--- config.mk ---
export PLATFORM = sky130hd
export DESIGN_NAME = presence_block
export DESIGN_NICKNAME = d
export VERILOG_FILES = /design/src/presence_pkg.sv /design/src/tel_encoder.sv /design/src/presence_block.sv
export SDC_FILE = /design/constraint.sdc
export NUM_CORES = 1
export LEC_CHECK = 0
export BUFFER_PORTS_ARGS = -buffer_cell sky130_fd_sc_hd__buf_2
export CORE_MARGIN = 5
export CORE_UTILIZATION = 40
export DETAILED_ROUTE_END_ITERATION = 10
export GPL_TIMING_DRIVEN = 0
export PLACE_DENSITY = 0.59
export SLEW_MARGIN = 15
export SYNTH_ARGS = -nofsm -noshare
export SYNTH_HDL_FRONTEND = slang
export SYNTH_SLANG_ARGS = --single-unit
--- constraint.sdc ---
create_clock -name pclk -period 12.51 [get_ports pclk]
set_input_delay 1.8765 -clock pclk [delete_from_list [all_inputs] [get_ports pclk]]
set_output_delay 1.8765 -clock pclk [all_outputs]
set_load 0.05 [all_outputs]
--- src/presence_pkg.sv ---
// Purpose: Shared constants and types for the presence detection block.
// Assumes: One 25 MHz clock; registers reached over APB.
// Notes: Offsets are byte addresses.
package presence_pkg;

   // Register byte offsets.
   localparam logic [7:0] CTRL_ADDR   = 8'h00;
   localparam logic [7:0] DELAY_ADDR  = 8'h04;
   localparam logic [7:0] CYCLE_ADDR  = 8'h08;
   localparam logic [7:0] VALUE_ADDR  = 8'h0C;
   localparam logic [7:0] CMD_ADDR    = 8'h10;
   localparam logic [7:0] STATUS_ADDR = 8'h14;
   localparam logic [7:0] TEL_ADDR    = 8'h18;

   // Control field positions.
   localparam int CTRL_START_LSB = 0;
   localparam int CTRL_COMB_BIT  = 2;
   localparam int CTRL_BDEP_BIT  = 3;
   localparam int CTRL_FUNC_LSB  = 4;
   localparam int CTRL_DTEL_BIT  = 7;
   localparam int CTRL_DON_BIT   = 8;

   // Command bits.
   localparam int CMD_LOAD_BIT   = 0;
   localparam int CMD_UNDIS_BIT  = 1;

   // Reset values.
   localparam logic [15:0] DELAY_RST = 16'h0000;
   localparam logic [15:0] CYCLE_RST = 16'h0000;
   localparam logic [15:0] VALUE_RST = 16'h0000;

   // Timer base: one tick per millisecond.
   localparam int unsigned CLK_NS      = 40;
   localparam int unsigned TICK_NS     = 1000000;
   localparam int unsigned TICK_CYC_DF = TICK_NS / CLK_NS;

   // Floating value limits for the temperature format.
   localparam logic [15:0] MANT_MAX  = 16'h07FF;
   localparam logic [15:0] HUNDRED   = 16'h0064;

   // Priority control codes: control bit then value bit.
   localparam logic [1:0] PRIO_ON  = 2'h3;
   localparam logic [1:0] PRIO_OFF = 2'h2;

   // Scene number field mask.
   localparam logic [7:0] SCENE_MASK = 8'h3F;

   typedef enum logic [1:0] {
      START_NONE   = 2'h0,
      START_DIS    = 2'h1,
      START_DETECT = 2'h2
   } startup_e;

   typedef enum logic [2:0] {
      FN_NONE   = 3'h0,
      FN_SWITCH = 3'h1,
      FN_STAIR  = 3'h2,
      FN_FORCE  = 3'h3,
      FN_DIM    = 3'h4,
      FN_SCENE  = 3'h5,
      FN_TEMP   = 3'h6
   } func_e;

   typedef enum logic [1:0] {
      SZ_BIT1  = 2'h0,
      SZ_BIT2  = 2'h1,
      SZ_BYTE1 = 2'h2,
      SZ_BYTE2 = 2'h3
   } size_e;

   typedef enum logic [2:0] {
      ST_BASIC  = 3'b001,
      ST_DETECT = 3'b010,
      ST_DIS    = 3'b100
   } state_e;

   typedef struct packed {
      size_e       size;
      logic [15:0] data;
   } tel_s;

endpackage

--- src/tel_encoder.sv ---
// Purpose: Encodes one output telegram from the selected output function.
// Assumes: Pure combinational; the caller registers the result.
// Notes: Temperature values are whole degrees.
`timescale 1ns/10ps
`default_nettype none
module tel_encoder
   import presence_pkg::*;
(
   input  wire func_e      func,    // Output function.
   input  wire logic       on,      // On telegram when high.
   input  wire logic [7:0] on_val,  // Value at start.
   input  wire logic [7:0] off_val, // Value at end.
   output tel_s            tel,     // Encoded telegram.
   output logic            has_obj  // Output object exists.
);

   // Picks the value, then shapes it to the function's format.
   always_comb
   begin
      logic [7:0]  val;
      logic [15:0] mant;
      logic [3:0]  expo;
      val  = on ? on_val : off_val;
      mant = 16'(val) * HUNDRED;
      expo = 4'h0;
      for (int i = 0; i < 4; i++)
      begin
         if (mant > MANT_MAX)
         begin
            mant = mant >> 1;
            expo = expo + 4'h1;
         end
      end
      has_obj  = (func != FN_NONE);
      tel.size = SZ_BIT1;
      tel.data = 16'h0000;
      unique case (func)
         FN_NONE:   tel.data = 16'h0000;
         FN_SWITCH, FN_STAIR:
            tel.data = {15'h0000, on};
         FN_FORCE:
         begin
            tel.size = SZ_BIT2;
            tel.data = {14'h0000, on ? PRIO_ON : PRIO_OFF};
         end
         FN_DIM:
         begin
            tel.size = SZ_BYTE1;
            tel.data = {8'h00, val};
         end
         FN_SCENE:
         begin
            tel.size = SZ_BYTE1;
            tel.data = {8'h00, (val - 8'h01) & SCENE_MASK};
         end
         FN_TEMP:
         begin
            tel.size = SZ_BYTE2;
            tel.data = {1'b0, expo, mant[10:0]};
         end
         default:   tel.data = 16'h0000;
      endcase
   end

endmodule
`default_nettype wire

--- src/presence_block.sv ---
// Purpose: One motion detection function block with startup behaviour and output one.
// Assumes: Sensor pulses and twilight level arrive synchronous to pclk.
// Notes: Telegrams leave through a valid and ready handshake.
`timescale 1ns/10ps
`default_nettype none
module presence_block
   import presence_pkg::*;
#(
   parameter int unsigned TICK_CYCLES = TICK_CYC_DF,
   parameter bit          FIRST_BLOCK = 1'b1
)
(
   input  wire logic        pclk,          // System clock.
   input  wire logic        presetn,       // Asynchronous reset, active low.
   input  wire logic        psel,          // APB select.
   input  wire logic        penable,       // APB enable.
   input  wire logic        pwrite,        // APB direction.
   input  wire logic [7:0]  paddr,         // APB byte address.
   input  wire logic [31:0] pwdata,        // APB write data.
   output logic [31:0]      prdata,        // APB read data.
   output logic             pready,        // APB ready.
   output logic             pslverr,       // APB error.
   input  wire logic        motion_pulse,  // One pulse per detected motion.
   input  wire logic        below_twilight,// Brightness below twilight level.
   input  wire logic        block_active,  // Block not switched off.
   output logic             tel_valid,     // Telegram pending.
   input  wire logic        tel_ready,     // Bus side takes telegram.
   output tel_s             tel,           // Telegram content.
   output logic             presence_lc,   // Presence to light control.
   output logic             disable_lc     // Disable to light control.
);

   // Configuration.
   startup_e    startup;
   logic        comb_cfg;
   logic        bright_dep;
   func_e       out_func;
   logic        dis_tel_en;
   logic        dis_on;
   logic [15:0] delay_ticks;
   logic [15:0] cycle_ticks;
   logic [7:0]  on_val;
   logic [7:0]  off_val;

   // Block state.
   state_e      state;
   state_e      prev_state;
   logic        delay_run;
   logic [15:0] delay_cnt;
   logic [15:0] cycle_cnt;
   logic        indep;
   logic [31:0] tick_cnt;
   logic        tick;

   // Bus decode.
   logic        setup_ph;
   logic        wr_acc;
   logic        addr_ok;
   logic        load_cmd;
   logic        undis_cmd;
   logic        combined;

   // Events.
   logic        ev_start;
   logic        ev_end;
   logic        ev_dis;
   logic        ev_cycle;
   logic        motion_ok;
   logic        delay_done;
   logic        send_req;
   logic        send_on;
   tel_s        enc_tel;
   logic        has_obj;

   // Zero wait states; the read word is captured in the setup phase.
   assign pready   = 1'b1;
   assign setup_ph = psel & ~penable;
   assign wr_acc   = psel & penable & pwrite & ~pslverr;

   // Known offsets only.
   always_comb
   begin
      unique case (paddr)
         CTRL_ADDR, DELAY_ADDR, CYCLE_ADDR, VALUE_ADDR,
         CMD_ADDR, STATUS_ADDR, TEL_ADDR: addr_ok = 1'b1;
         default:                         addr_ok = 1'b0;
      endcase
   end

   // Combined operation exists only on the first block.
   assign combined = comb_cfg & FIRST_BLOCK;

   // Command strobes; inactive blocks ignore the download.
   assign load_cmd  = wr_acc & (paddr == CMD_ADDR) & pwdata[CMD_LOAD_BIT]
                      & block_active;
   assign undis_cmd = wr_acc & (paddr == CMD_ADDR) & pwdata[CMD_UNDIS_BIT];

   // Error answer is fixed in the setup phase.
   always_ff @(posedge pclk or negedge presetn)
   begin
      if (!presetn)
         pslverr <= 1'b0;
      else if (setup_ph)
         pslverr <= ~addr_ok;
   end

   // Read data register.
   always_ff @(posedge pclk or negedge presetn)
   begin
      if (!presetn)
         prdata <= 32'h0000_0000;
      else if (setup_ph)
      begin
         unique case (paddr)
            CTRL_ADDR:   prdata <= {23'h00_0000, dis_on, dis_tel_en, out_func,
                                    bright_dep, comb_cfg, startup};
            DELAY_ADDR:  prdata <= {16'h0000, delay_ticks};
            CYCLE_ADDR:  prdata <= {16'h0000, cycle_ticks};
            VALUE_ADDR:  prdata <= {16'h0000, off_val, on_val};
            STATUS_ADDR: prdata <= {22'h00_0000, has_obj, tel_valid, disable_lc,
                                    presence_lc, indep, delay_run, state, combined};
            TEL_ADDR:    prdata <= {14'h0000, tel};
            default:     prdata <= 32'h0000_0000;
         endcase
      end
   end

   // Configuration registers.
   always_ff @(posedge pclk or negedge presetn)
   begin
      if (!presetn)
      begin
         startup     <= START_NONE;
         comb_cfg    <= 1'b0;
         bright_dep  <= 1'b0;
         out_func    <= FN_NONE;
         dis_tel_en  <= 1'b0;
         dis_on      <= 1'b0;
         delay_ticks <= DELAY_RST;
         cycle_ticks <= CYCLE_RST;
         on_val      <= VALUE_RST[7:0];
         off_val     <= VALUE_RST[15:8];
      end
      else if (wr_acc)
      begin
         unique case (paddr)
            CTRL_ADDR:
            begin
               startup    <= startup_e'(pwdata[CTRL_START_LSB +: 2]);
               comb_cfg   <= pwdata[CTRL_COMB_BIT];
               bright_dep <= pwdata[CTRL_BDEP_BIT];
               out_func   <= func_e'(pwdata[CTRL_FUNC_LSB +: 3]);
               dis_tel_en <= pwdata[CTRL_DTEL_BIT];
               dis_on     <= pwdata[CTRL_DON_BIT];
            end
            DELAY_ADDR: delay_ticks <= pwdata[15:0];
            CYCLE_ADDR: cycle_ticks <= pwdata[15:0];
            VALUE_ADDR:
            begin
               on_val  <= pwdata[7:0];
               off_val <= pwdata[15:8];
            end
            default: ;
         endcase
      end
   end

   // Millisecond tick enable.
   always_ff @(posedge pclk or negedge presetn)
   begin
      if (!presetn)
         tick_cnt <= 32'h0000_0000;
      else if (tick_cnt >= 32'(TICK_CYCLES - 1))
         tick_cnt <= 32'h0000_0000;
      else
         tick_cnt <= tick_cnt + 32'h0000_0001;
   end
   assign tick = (tick_cnt >= 32'(TICK_CYCLES - 1));

   // Motion counts during detection only when not gated by brightness.
   assign motion_ok  = motion_pulse & (~bright_dep | indep | below_twilight);
   assign delay_done = delay_run & tick & (delay_cnt <= 16'h0001);

   // Detection events.
   assign ev_start = (load_cmd & (startup == START_DETECT))
                     | ((state == ST_BASIC) & motion_ok & ~load_cmd
                        & block_active);
   assign ev_end   = (state == ST_DETECT) & delay_done & ~motion_ok
                     & ~load_cmd;
   assign ev_dis   = load_cmd & (startup == START_DIS);
   assign ev_cycle = (state == ST_DETECT) & (out_func == FN_STAIR) & tick
                     & (cycle_cnt <= 16'h0001) & (cycle_ticks != 16'h0000);

   // Main state.
   always_ff @(posedge pclk or negedge presetn)
   begin
      if (!presetn)
         state <= ST_BASIC;
      else if (load_cmd)
      begin
         unique case (startup)
            START_NONE:   state <= ST_BASIC;
            START_DIS:    state <= ST_DIS;
            START_DETECT: state <= ST_DETECT;
            default:      state <= ST_BASIC;
         endcase
      end
      else
      begin
         unique case (state)
            ST_BASIC:  if (ev_start) state <= ST_DETECT;
            ST_DETECT: if (ev_end) state <= ST_BASIC;
            ST_DIS:    if (undis_cmd) state <= prev_state;
            default:   state <= ST_BASIC;
         endcase
      end
   end

   // State kept for the end of disabling.
   always_ff @(posedge pclk or negedge presetn)
   begin
      if (!presetn)
         prev_state <= ST_BASIC;
      else if (ev_dis)
         prev_state <= ST_BASIC;
   end

   // Transmission delay; each new motion reloads it.
   always_ff @(posedge pclk or negedge presetn)
   begin
      if (!presetn)
      begin
         delay_run <= 1'b0;
         delay_cnt <= 16'h0000;
      end
      else if (ev_start | (load_cmd & (startup == START_DETECT)))
      begin
         delay_run <= 1'b1;
         delay_cnt <= delay_ticks;
      end
      else if (load_cmd | ev_end | (state != ST_DETECT))
      begin
         delay_run <= 1'b0;
         delay_cnt <= 16'h0000;
      end
      else if (motion_ok)
         delay_cnt <= delay_ticks;
      else if (delay_run & tick & (delay_cnt != 16'h0000))
         delay_cnt <= delay_cnt - 16'h0001;
   end

   // Switch over to brightness independent detection below twilight.
   always_ff @(posedge pclk or negedge presetn)
   begin
      if (!presetn)
         indep <= 1'b0;
      else if (load_cmd | ev_end)
         indep <= 1'b0;
      else if ((state == ST_DETECT) & below_twilight)
         indep <= 1'b1;
   end

   // Staircase repeat timer.
   always_ff @(posedge pclk or negedge presetn)
   begin
      if (!presetn)
         cycle_cnt <= 16'h0000;
      else if (ev_start | ev_cycle)
         cycle_cnt <= cycle_ticks;
      else if (tick & (cycle_cnt != 16'h0000))
         cycle_cnt <= cycle_cnt - 16'h0001;
   end

   // Light control indications, first block in combined mode only.
   always_ff @(posedge pclk or negedge presetn)
   begin
      if (!presetn)
      begin
         presence_lc <= 1'b0;
         disable_lc  <= 1'b0;
      end
      else if (!combined)
      begin
         presence_lc <= 1'b0;
         disable_lc  <= 1'b0;
      end
      else if (load_cmd)
      begin
         presence_lc <= (startup == START_DETECT);
         disable_lc  <= (startup == START_DIS);
      end
      else
      begin
         presence_lc <= (state == ST_DETECT) & ~ev_end;
         disable_lc  <= (state == ST_DIS) & ~undis_cmd;
      end
   end

   // Which telegram to send; the light control speaks in combined mode.
   assign send_req = ~combined & has_obj
                     & (ev_start | ev_end | ev_cycle
                        | (ev_dis & dis_tel_en));
   assign send_on  = ev_dis ? dis_on : ~ev_end;

   tel_encoder u_enc
   (
      .func    (out_func),
      .on      (send_on),
      .on_val  (on_val),
      .off_val (off_val),
      .tel     (enc_tel),
      .has_obj (has_obj)
   );

   // Telegram register; a request while one is pending replaces it.
   always_ff @(posedge pclk or negedge presetn)
   begin
      if (!presetn)
      begin
         tel_valid <= 1'b0;
         tel       <= '0;
      end
      else if (send_req)
      begin
         tel_valid <= 1'b1;
         tel       <= enc_tel;
      end
      else if (tel_ready)
         tel_valid <= 1'b0;
   end

endmodule
`default_nettype wire

==> impl_metrics.csv, run 1 <==
group,metric,value,unit
clock_tree,clockBufferDepth,2,
floorplan,die-area,0.0272,sq mm
grt,antenna_found_initial,1,
status,status,"completed",
floorplan,fp-row-count,56,
setup_path,endpoint_kind,"flop",
sta,fmax,116,MHz
detailed_routing,post-route-drc-count,0,
clock_tree,postCtsResizedCells,0,
sta,setup-tns-final,0,ns
finish,layout-drive-gt1-share,0.205,
sta,max_slew_margin,0.229,
detailed_routing,drt-total-wl,27900,um
detailed_routing,dr.pass1.iters,5,
setup_path,worstPathArrival,8.93,ns
clock_tree,cts_sinks,165,
logic_synthesis,synth_seq_cells,165,
floorplan,die_w,165,um
clock_tree,cts_buffers,17,
logic_synthesis,synthDistinctLibCells,81,
place,place.gp.congestion,0.881,
job,maxCapViolations,0,
sta,tightest_slew,1.15,ns
clock_tree,clock_latency,0.44,ns
logic_synthesis,yosys-top-cells-area,"dfrtp_1 (43%), mux2_2 (8.7%), ha_1 (5.6%)",
detailed_routing,wl_per_cell,19.8,um
sta,finalHoldViolations,0,
sta,drv_slew,0,
logic_synthesis,syn_area,0.00959,sq mm
clock_tree,post_cts_buffers,0,
sta,setup_ws,3.92,ns
clock_tree,clockRootBuffer,"clkbuf_16",
detailed_routing,drt-initial-drc-count,773,
place,dpl.cell_count,1380,
power_and_ir_drop,power_density,115,mW/mm^2
clock_tree,cts_tree,"yes",
clock_tree,hold_buffers,0,
logic_synthesis,avgSynthCellArea,9.99,sq um
setup_path,cp.required,12.84,ns
finish,design_area,0.0111,sq mm
sta,rsz0062_at_grt,"no",
place,placed_area,0.0105,sq mm
logic_synthesis,ys.flop_type,"dfrtp_1",
logic_synthesis,yosys.area.top_type_share,0.428,
logic_synthesis,synthArstFlopShare,1.00,
grt,grt_pass1_wl,44100,um
finish,final_cells,1413,
worst_hold_path,hp-class,"flop to flop",
grt,grt_pass1_vias,7701,
sta,setup_viol,0,
finish,nFillCells,2295,
floorplan,start_util,0.408,
detailed_routing,vias,7812,
place,place_ws,3.62,ns
floorplan,core,0.0235,sq mm
floorplan,io_pins,104,
grt,overflow,0,
logic_synthesis,yosysSeqAreaShare,0.430,
sta,min_period,8.59,ns
setup_path,critPathKind,"input port to flop",
grt,grt_start_max_net_pins,85,
sta,holdWs,0.481,ns
floorplan,die_h,165,um
logic_synthesis,syn-instance-count,960,
finish,final_nets,1175,
logic_synthesis,yosysTopAreaCell,"dfrtp_1",
clock_tree,path_clk_slew,0.07,ns
grt,grt_util_all_layers,0.210,
place,dp_hpwl,21300,um
logic_synthesis,yosysWarnings,0,
power_and_ir_drop,ir_drop,0.0918,mV
clock_tree,htreeDepth,4,
power_and_ir_drop,p_leak,5.39,nW
finish,area_growth,15.5,%
logic_synthesis,synth-edff-count,0,
place,port_buffers,69,
detailed_routing,ant_nets,0,
detailed_routing,vias_per_cell,5.53,
setup_path,start_kind,"input port",
sta,fin_crit_sh,0.687,
sta,clock_skew,0.0229,ns
setup_path,worstPathMaxFanout,9,
-- routing by layer --
metal / track usage / vias to the layer above / part of all wire
li1: - / 3707 / -
met1: 0.286 / 3798 / 0.45
met2: 0.338 / 255 / 0.47
met3: 0.0319 / 52 / 0.050
met4: 0.0832 / 0 / 0.033
met5: 0 / - / 0
-- kinds of logic after synthesis --
| kind of cell | synth area share |
|---|---|
| AOI/OAI and AO/OA | 0.157 |
| xor gates and xnor gates | 0.0420 |
| adders and majority gates | 0.0623 |
| buffers and inverters | 0.0429 |
| DFF | 0.430 |
| muxes | 0.109 |
| other | 0.000783 |
| and+or+nand+nor | 0.155 |
-- worst max-delay path: stages --
cell and delay, ns:
buf_2 0.12, o31ai_1 0.80, nand2_1 0.12, and4b_1 0.35, a41oi_4 0.29, mux2i_1 0.69
inv_1 0.26, ha_1 0.27, ha_1 0.27, inv_1 0.05, fa_1 0.50, inv_1 0.04
ha_1 0.35, nand3_1 0.11, o211ai_1 0.11, o41ai_1 0.56, xnor2_1 0.21, nor2_1 0.30
inv_1 0.16, nor2_1 0.30, inv_1 0.12, ha_1 0.24, nor2_1 0.11, a21oi_1 0.07
ha_1 0.22, a22o_1 0.18, a32o_1 0.25
-- final timing paths --
path	startpoint	endpoint	slack, ns	cells after the start
max	below_twilight	tel[13]	3.92	27
min	prdata[17]	prdata[17]	0.48	2
max reg2reg	tick_cnt[0]	tel[13]	4.79	28
min reg2reg	prdata[17]	prdata[17]	0.48	2
max in group asynchronous	presetn	prdata[17]	10.23	2
min in group asynchronous	presetn	tick_cnt[13]	1.44	1
-- registers in the layout, indices dropped and copies added (netlist names) --
register     count
tick_cnt        32
prdata          18
tel             17
cycle_cnt       16
cycle_ticks     16
delay_cnt       16
delay_ticks     16
off_val          8
on_val           8
out_func         3
state            3
startup          2
bright_dep       1
comb_cfg         1
delay_run        1
dis_on           1
dis_tel_en       1
disable_lc       1
indep            1
presence_lc      1
pslverr          1
tel_valid        1
-- cell usage in the layout (no fill, tap or decap), types with 6 or more instances in the layout --
master,instances
mux2_2,74
dfrtp_1,164
a221o_1,6
a31oi_1,12
clkbuf_1,33
clkbuf_16,17
nand2b_1,6
mux2i_1,16
inv_6,6
nand3_1,22
a22o_1,12
o2111ai_1,6
a22oi_1,14
nor4_1,21
inv_1,33
nand2_1,73
a21o_1,9
a21oi_1,57
a211oi_1,12
a221oi_1,9
xor2_1,24
nor2_1,98
ha_1,43
or3_1,10
nor3_1,20
and3_1,7
buf_2,72
o21ai_0,34
conb_1,33
buf_4,17
and2_1,8
xnor2_1,22
nand4_1,6
-- synth_stat cells (all sizes together) (22+ instances only) --
master	instances
mux2	75
o21ai	37
dfrtp	164
ha	43
xor2	24
buf	23
nor3	22
nor4	23
nor2	99
xnor2	22
inv	33
nand3	22
nand2	73
a21oi	58
clkbuf	32
-- area by class of cell --
cell class	count	area, sq um	share of cell area
Buffer	55	283	0.0255
Timing Repair Buffer	70	383	0.0346
Antenna cell	1	2.50	0.000226
Clock inverter	14	143	0.0129
Sequential cell	165	4130	0.373
Clock buffer	18	429	0.0387
Inverter	34	129	0.0116
Multi-Input combinational cell	737	5180	0.468
Tap cell	319	399	0.0360
-- through the flow --
step                      power, mW  utilization
after detailed placement      0.764        0.446
after floorplan               0.710            -
after global placement        0.759        0.444
final                          1.27        0.471
after global routing           1.33        0.471
after CTS                      1.28        0.470
-- report_power, final --
part,internal (mW),total [mW],switching [mW]
logic,0.0624,0.164,0.102
registers,0.562,0.590,0.0281
clock network,0.281,0.519,0.238
Note: power is estimated with default switching activity, not from simulation.
==> run 2, diff against run 1 <==
ABC_AREA = 1   (was unset)
clock period = 8.04 ns   (was 12.51 ns; I/O delays follow)
==> impl_metrics.csv, run 2 <==
group,metric,value,unit
logic_synthesis,yosysTopAreaCell,"dfrtp_1",
job,maxCapViolations,0,
floorplan,io_pins,104,
grt,antenna_found_initial,0,
setup_path,critPathKind,"input port to flop",
clock_tree,post_cts_buffers,0,
clock_tree,clockRootBuffer,"clkbuf_16",
finish,largest-register,"tick_cnt",
place,dp_hpwl,23800,um
worst_hold_path,hp-class,"flop to flop",
finish,regArea,0.00413,sq mm
floorplan,core,0.0243,sq mm
grt,grt_pass1_vias,8633,
grt,overflow,0,
logic_synthesis,ys.flop_type,"dfrtp_1",
floorplan,die_h,167,um
clock_tree,clock_latency,0.44,ns
logic_synthesis,synthArstFlopShare,1.00,
clock_tree,postCtsResizedCells,0,
sta,setup_viol,0,
setup_path,endpoint_kind,"flop",
setup_path,cp.required,8.36,ns
logic_synthesis,syn_area,0.00987,sq mm
sta,fmax,144,MHz
logic_synthesis,synth_seq_cells,165,
logic_synthesis,synth-edff-count,0,
logic_synthesis,yosysWarnings,0,
finish,reg_top3,"tick_cnt (32), prdata (18), tel (17)",
detailed_routing,ant_nets,0,
sta,setup-tns-final,0,ns
status,status,"completed",
setup_path,crit_top_cell,"nand2_1",
finish,final_common_cell,"nand2_1",
sta,drv_slew,0,
power_and_ir_drop,ir_drop,0.128,mV
sta,rsz0062_at_grt,"no",
floorplan,start_util,0.406,
detailed_routing,wl_per_cell,17.4,um
sta,min_period,6.94,ns
place,port_buffers,71,
floorplan,die-area,0.0279,sq mm
power_and_ir_drop,p_leak,5.70,nW
setup_path,startpoint,"paddr[1]",
clock_tree,hold_buffers,0,
power_and_ir_drop,power_density,203,mW/mm^2
logic_synthesis,synthDistinctLibCells,52,
finish,final_nets,1511,
sta,finalHoldViolations,0,
setup_path,start_kind,"input port",
finish,multi_input_area,0.00489,sq mm
sta,clock_skew,0.0133,ns
setup_path,reg2regPathDepth,33,
setup_path,reg2reg_from,"state[2]",
finish,final_cell_mix,"nand2_1 (318), inv_1 (174), dfrtp_1 (164)",
clock_tree,cts_tree,"yes",
floorplan,fp-row-count,57,
logic_synthesis,yosys-top-cells-area,"dfrtp_1 (42%), nand2_1 (12%), o21ai_0 (7.3%)",
place,place.gp.congestion,0.945,
sta,tightest_slew,0.794,ns
finish,largest_reg_flops,32,
detailed_routing,post-route-drc-count,0,
power_and_ir_drop,finalPower,2.30,mW
finish,n_antenna_cell,0,
logic_synthesis,syn-instance-count,1294,
place,placed_area,0.0108,sq mm
clock_tree,htreeDepth,4,
detailed_routing,drt-initial-drc-count,768,
clock_tree,cts_buffers,17,
finish,area_growth,15.2,%
clock_tree,cts_sinks,165,
detailed_routing,dr.pass1.iters,5,
floorplan,die_w,167,um
setup_path,worstPathArrival,7.26,ns
finish,nFillCells,2488,
logic_synthesis,yosysMostFrequentCell,"nand2_1",
finish,final_cells,1753,
logic_synthesis,yosys.area.top_type_share,0.416,
finish,layout-drive-gt1-share,0.117,
clock_tree,path_clk_slew,0.07,ns
finish,design_area,0.0114,sq mm
clock_tree,clockBufferDepth,2,
setup_path,cp_slowest_stage_delay,0.49,ns
detailed_routing,vias,9088,
logic_synthesis,avgSynthCellArea,7.63,sq um
sta,fin_crit_sh,0.863,
setup_path,worstPathMaxFanout,10,
place,dpl.cell_count,1721,
sta,max_slew_margin,0.467,
logic_synthesis,netlist_top_cells_count,"nand2_1 (318), inv_1 (174), dfrtp_1 (164)",
setup_path,ff2ff_setup_slack,1.35,ns
grt,grt_util_all_layers,0.219,
detailed_routing,vias_per_cell,5.18,
grt,grt_start_max_net_pins,90,
grt,grt_pass1_wl,48500,um
logic_synthesis,yosysSeqAreaShare,0.419,
finish,fin_util,0.467,
worst_hold_path,holdPathStages,1,
detailed_routing,drt-total-wl,30500,um
worst_hold_path,hold_start,"tick_cnt[0]",
setup_path,crit_path_top_delay_cell,"fa_1",
==> run 2: cell count changes after synthesis, moves of 27 or more <==
cell,delta
inv_1,+141
o21ai_0,+109
a21oi_1,-27
nand2_1,+245
mux2_2,-74
nand3_1,+38
==> run 2: report_power, final <==
group	internal, mW	switching, mW	total, mW	leakage [nW]
Combinational	0.186	0.371	0.558	3.20
Sequential	0.894	0.0514	0.945	2.22
Clock	0.420	0.381	0.801	0.281
==> run 2: layer usage <==
layer  part of all wire  GRT usage  up-vias
met2               0.41      0.316      334
li1                   -          -     4467
met4              0.023     0.0644        0
met1               0.49      0.337     4240
met5                  0          0        -
met3              0.070     0.0358       47
==> run 2: path summary, 6_finish.rpt <==
kind / to
worst max-delay path: tel[13]
worst min-delay path: tick_cnt[0]
worst max register to register: tel[13]
worst min register to register: tick_cnt[0]
max in group asynchronous: state[0]
min in group asynchronous: cycle_ticks[9]
==> run 2: cells by family after synthesis <==
kind of cell               after synthesis  synth area share
adders and majority gates               46            0.0606
other                                    2          0.000761
DFF                                    165             0.419
buffers and inverters                  234            0.0981
xor gates and xnor gates                24            0.0221
and+or+nand+nor                        555             0.240
AOI/OAI and AO/OA                      268             0.160
==> run 2: metrics by stage <==
stage	setup WS (ns)	hold slack [ns]
6_report	1.10	0.462
2_1_floorplan	1.70	0.433
3_3_place_gp	0.695	0.451
3_5_place_dp	0.658	0.457
4_1_cts	1.12	0.467
5_1_grt	0.518	0.494
==> run 2: area by class of cell <==
class                           count  share of cell area
Timing Repair Buffer               72              0.0346
Clock inverter                     14              0.0124
Inverter                          182              0.0601
Tap cell                          324              0.0357
Buffer                             52              0.0251
Multi-Input combinational cell    926               0.430
Sequential cell                   165               0.363
Clock buffer                       18              0.0386
==> run 2: worst max-delay path: cells and delay by family <==
kind	cells	cell delay, ns
AO/OA/AOI/OAI	2	0.30
XOR/XNOR	1	0.14
adder cells (fa/ha/maj)	6	1.90
buffers and inverters	9	0.98
AND/OR/NAND/NOR	20	2.74
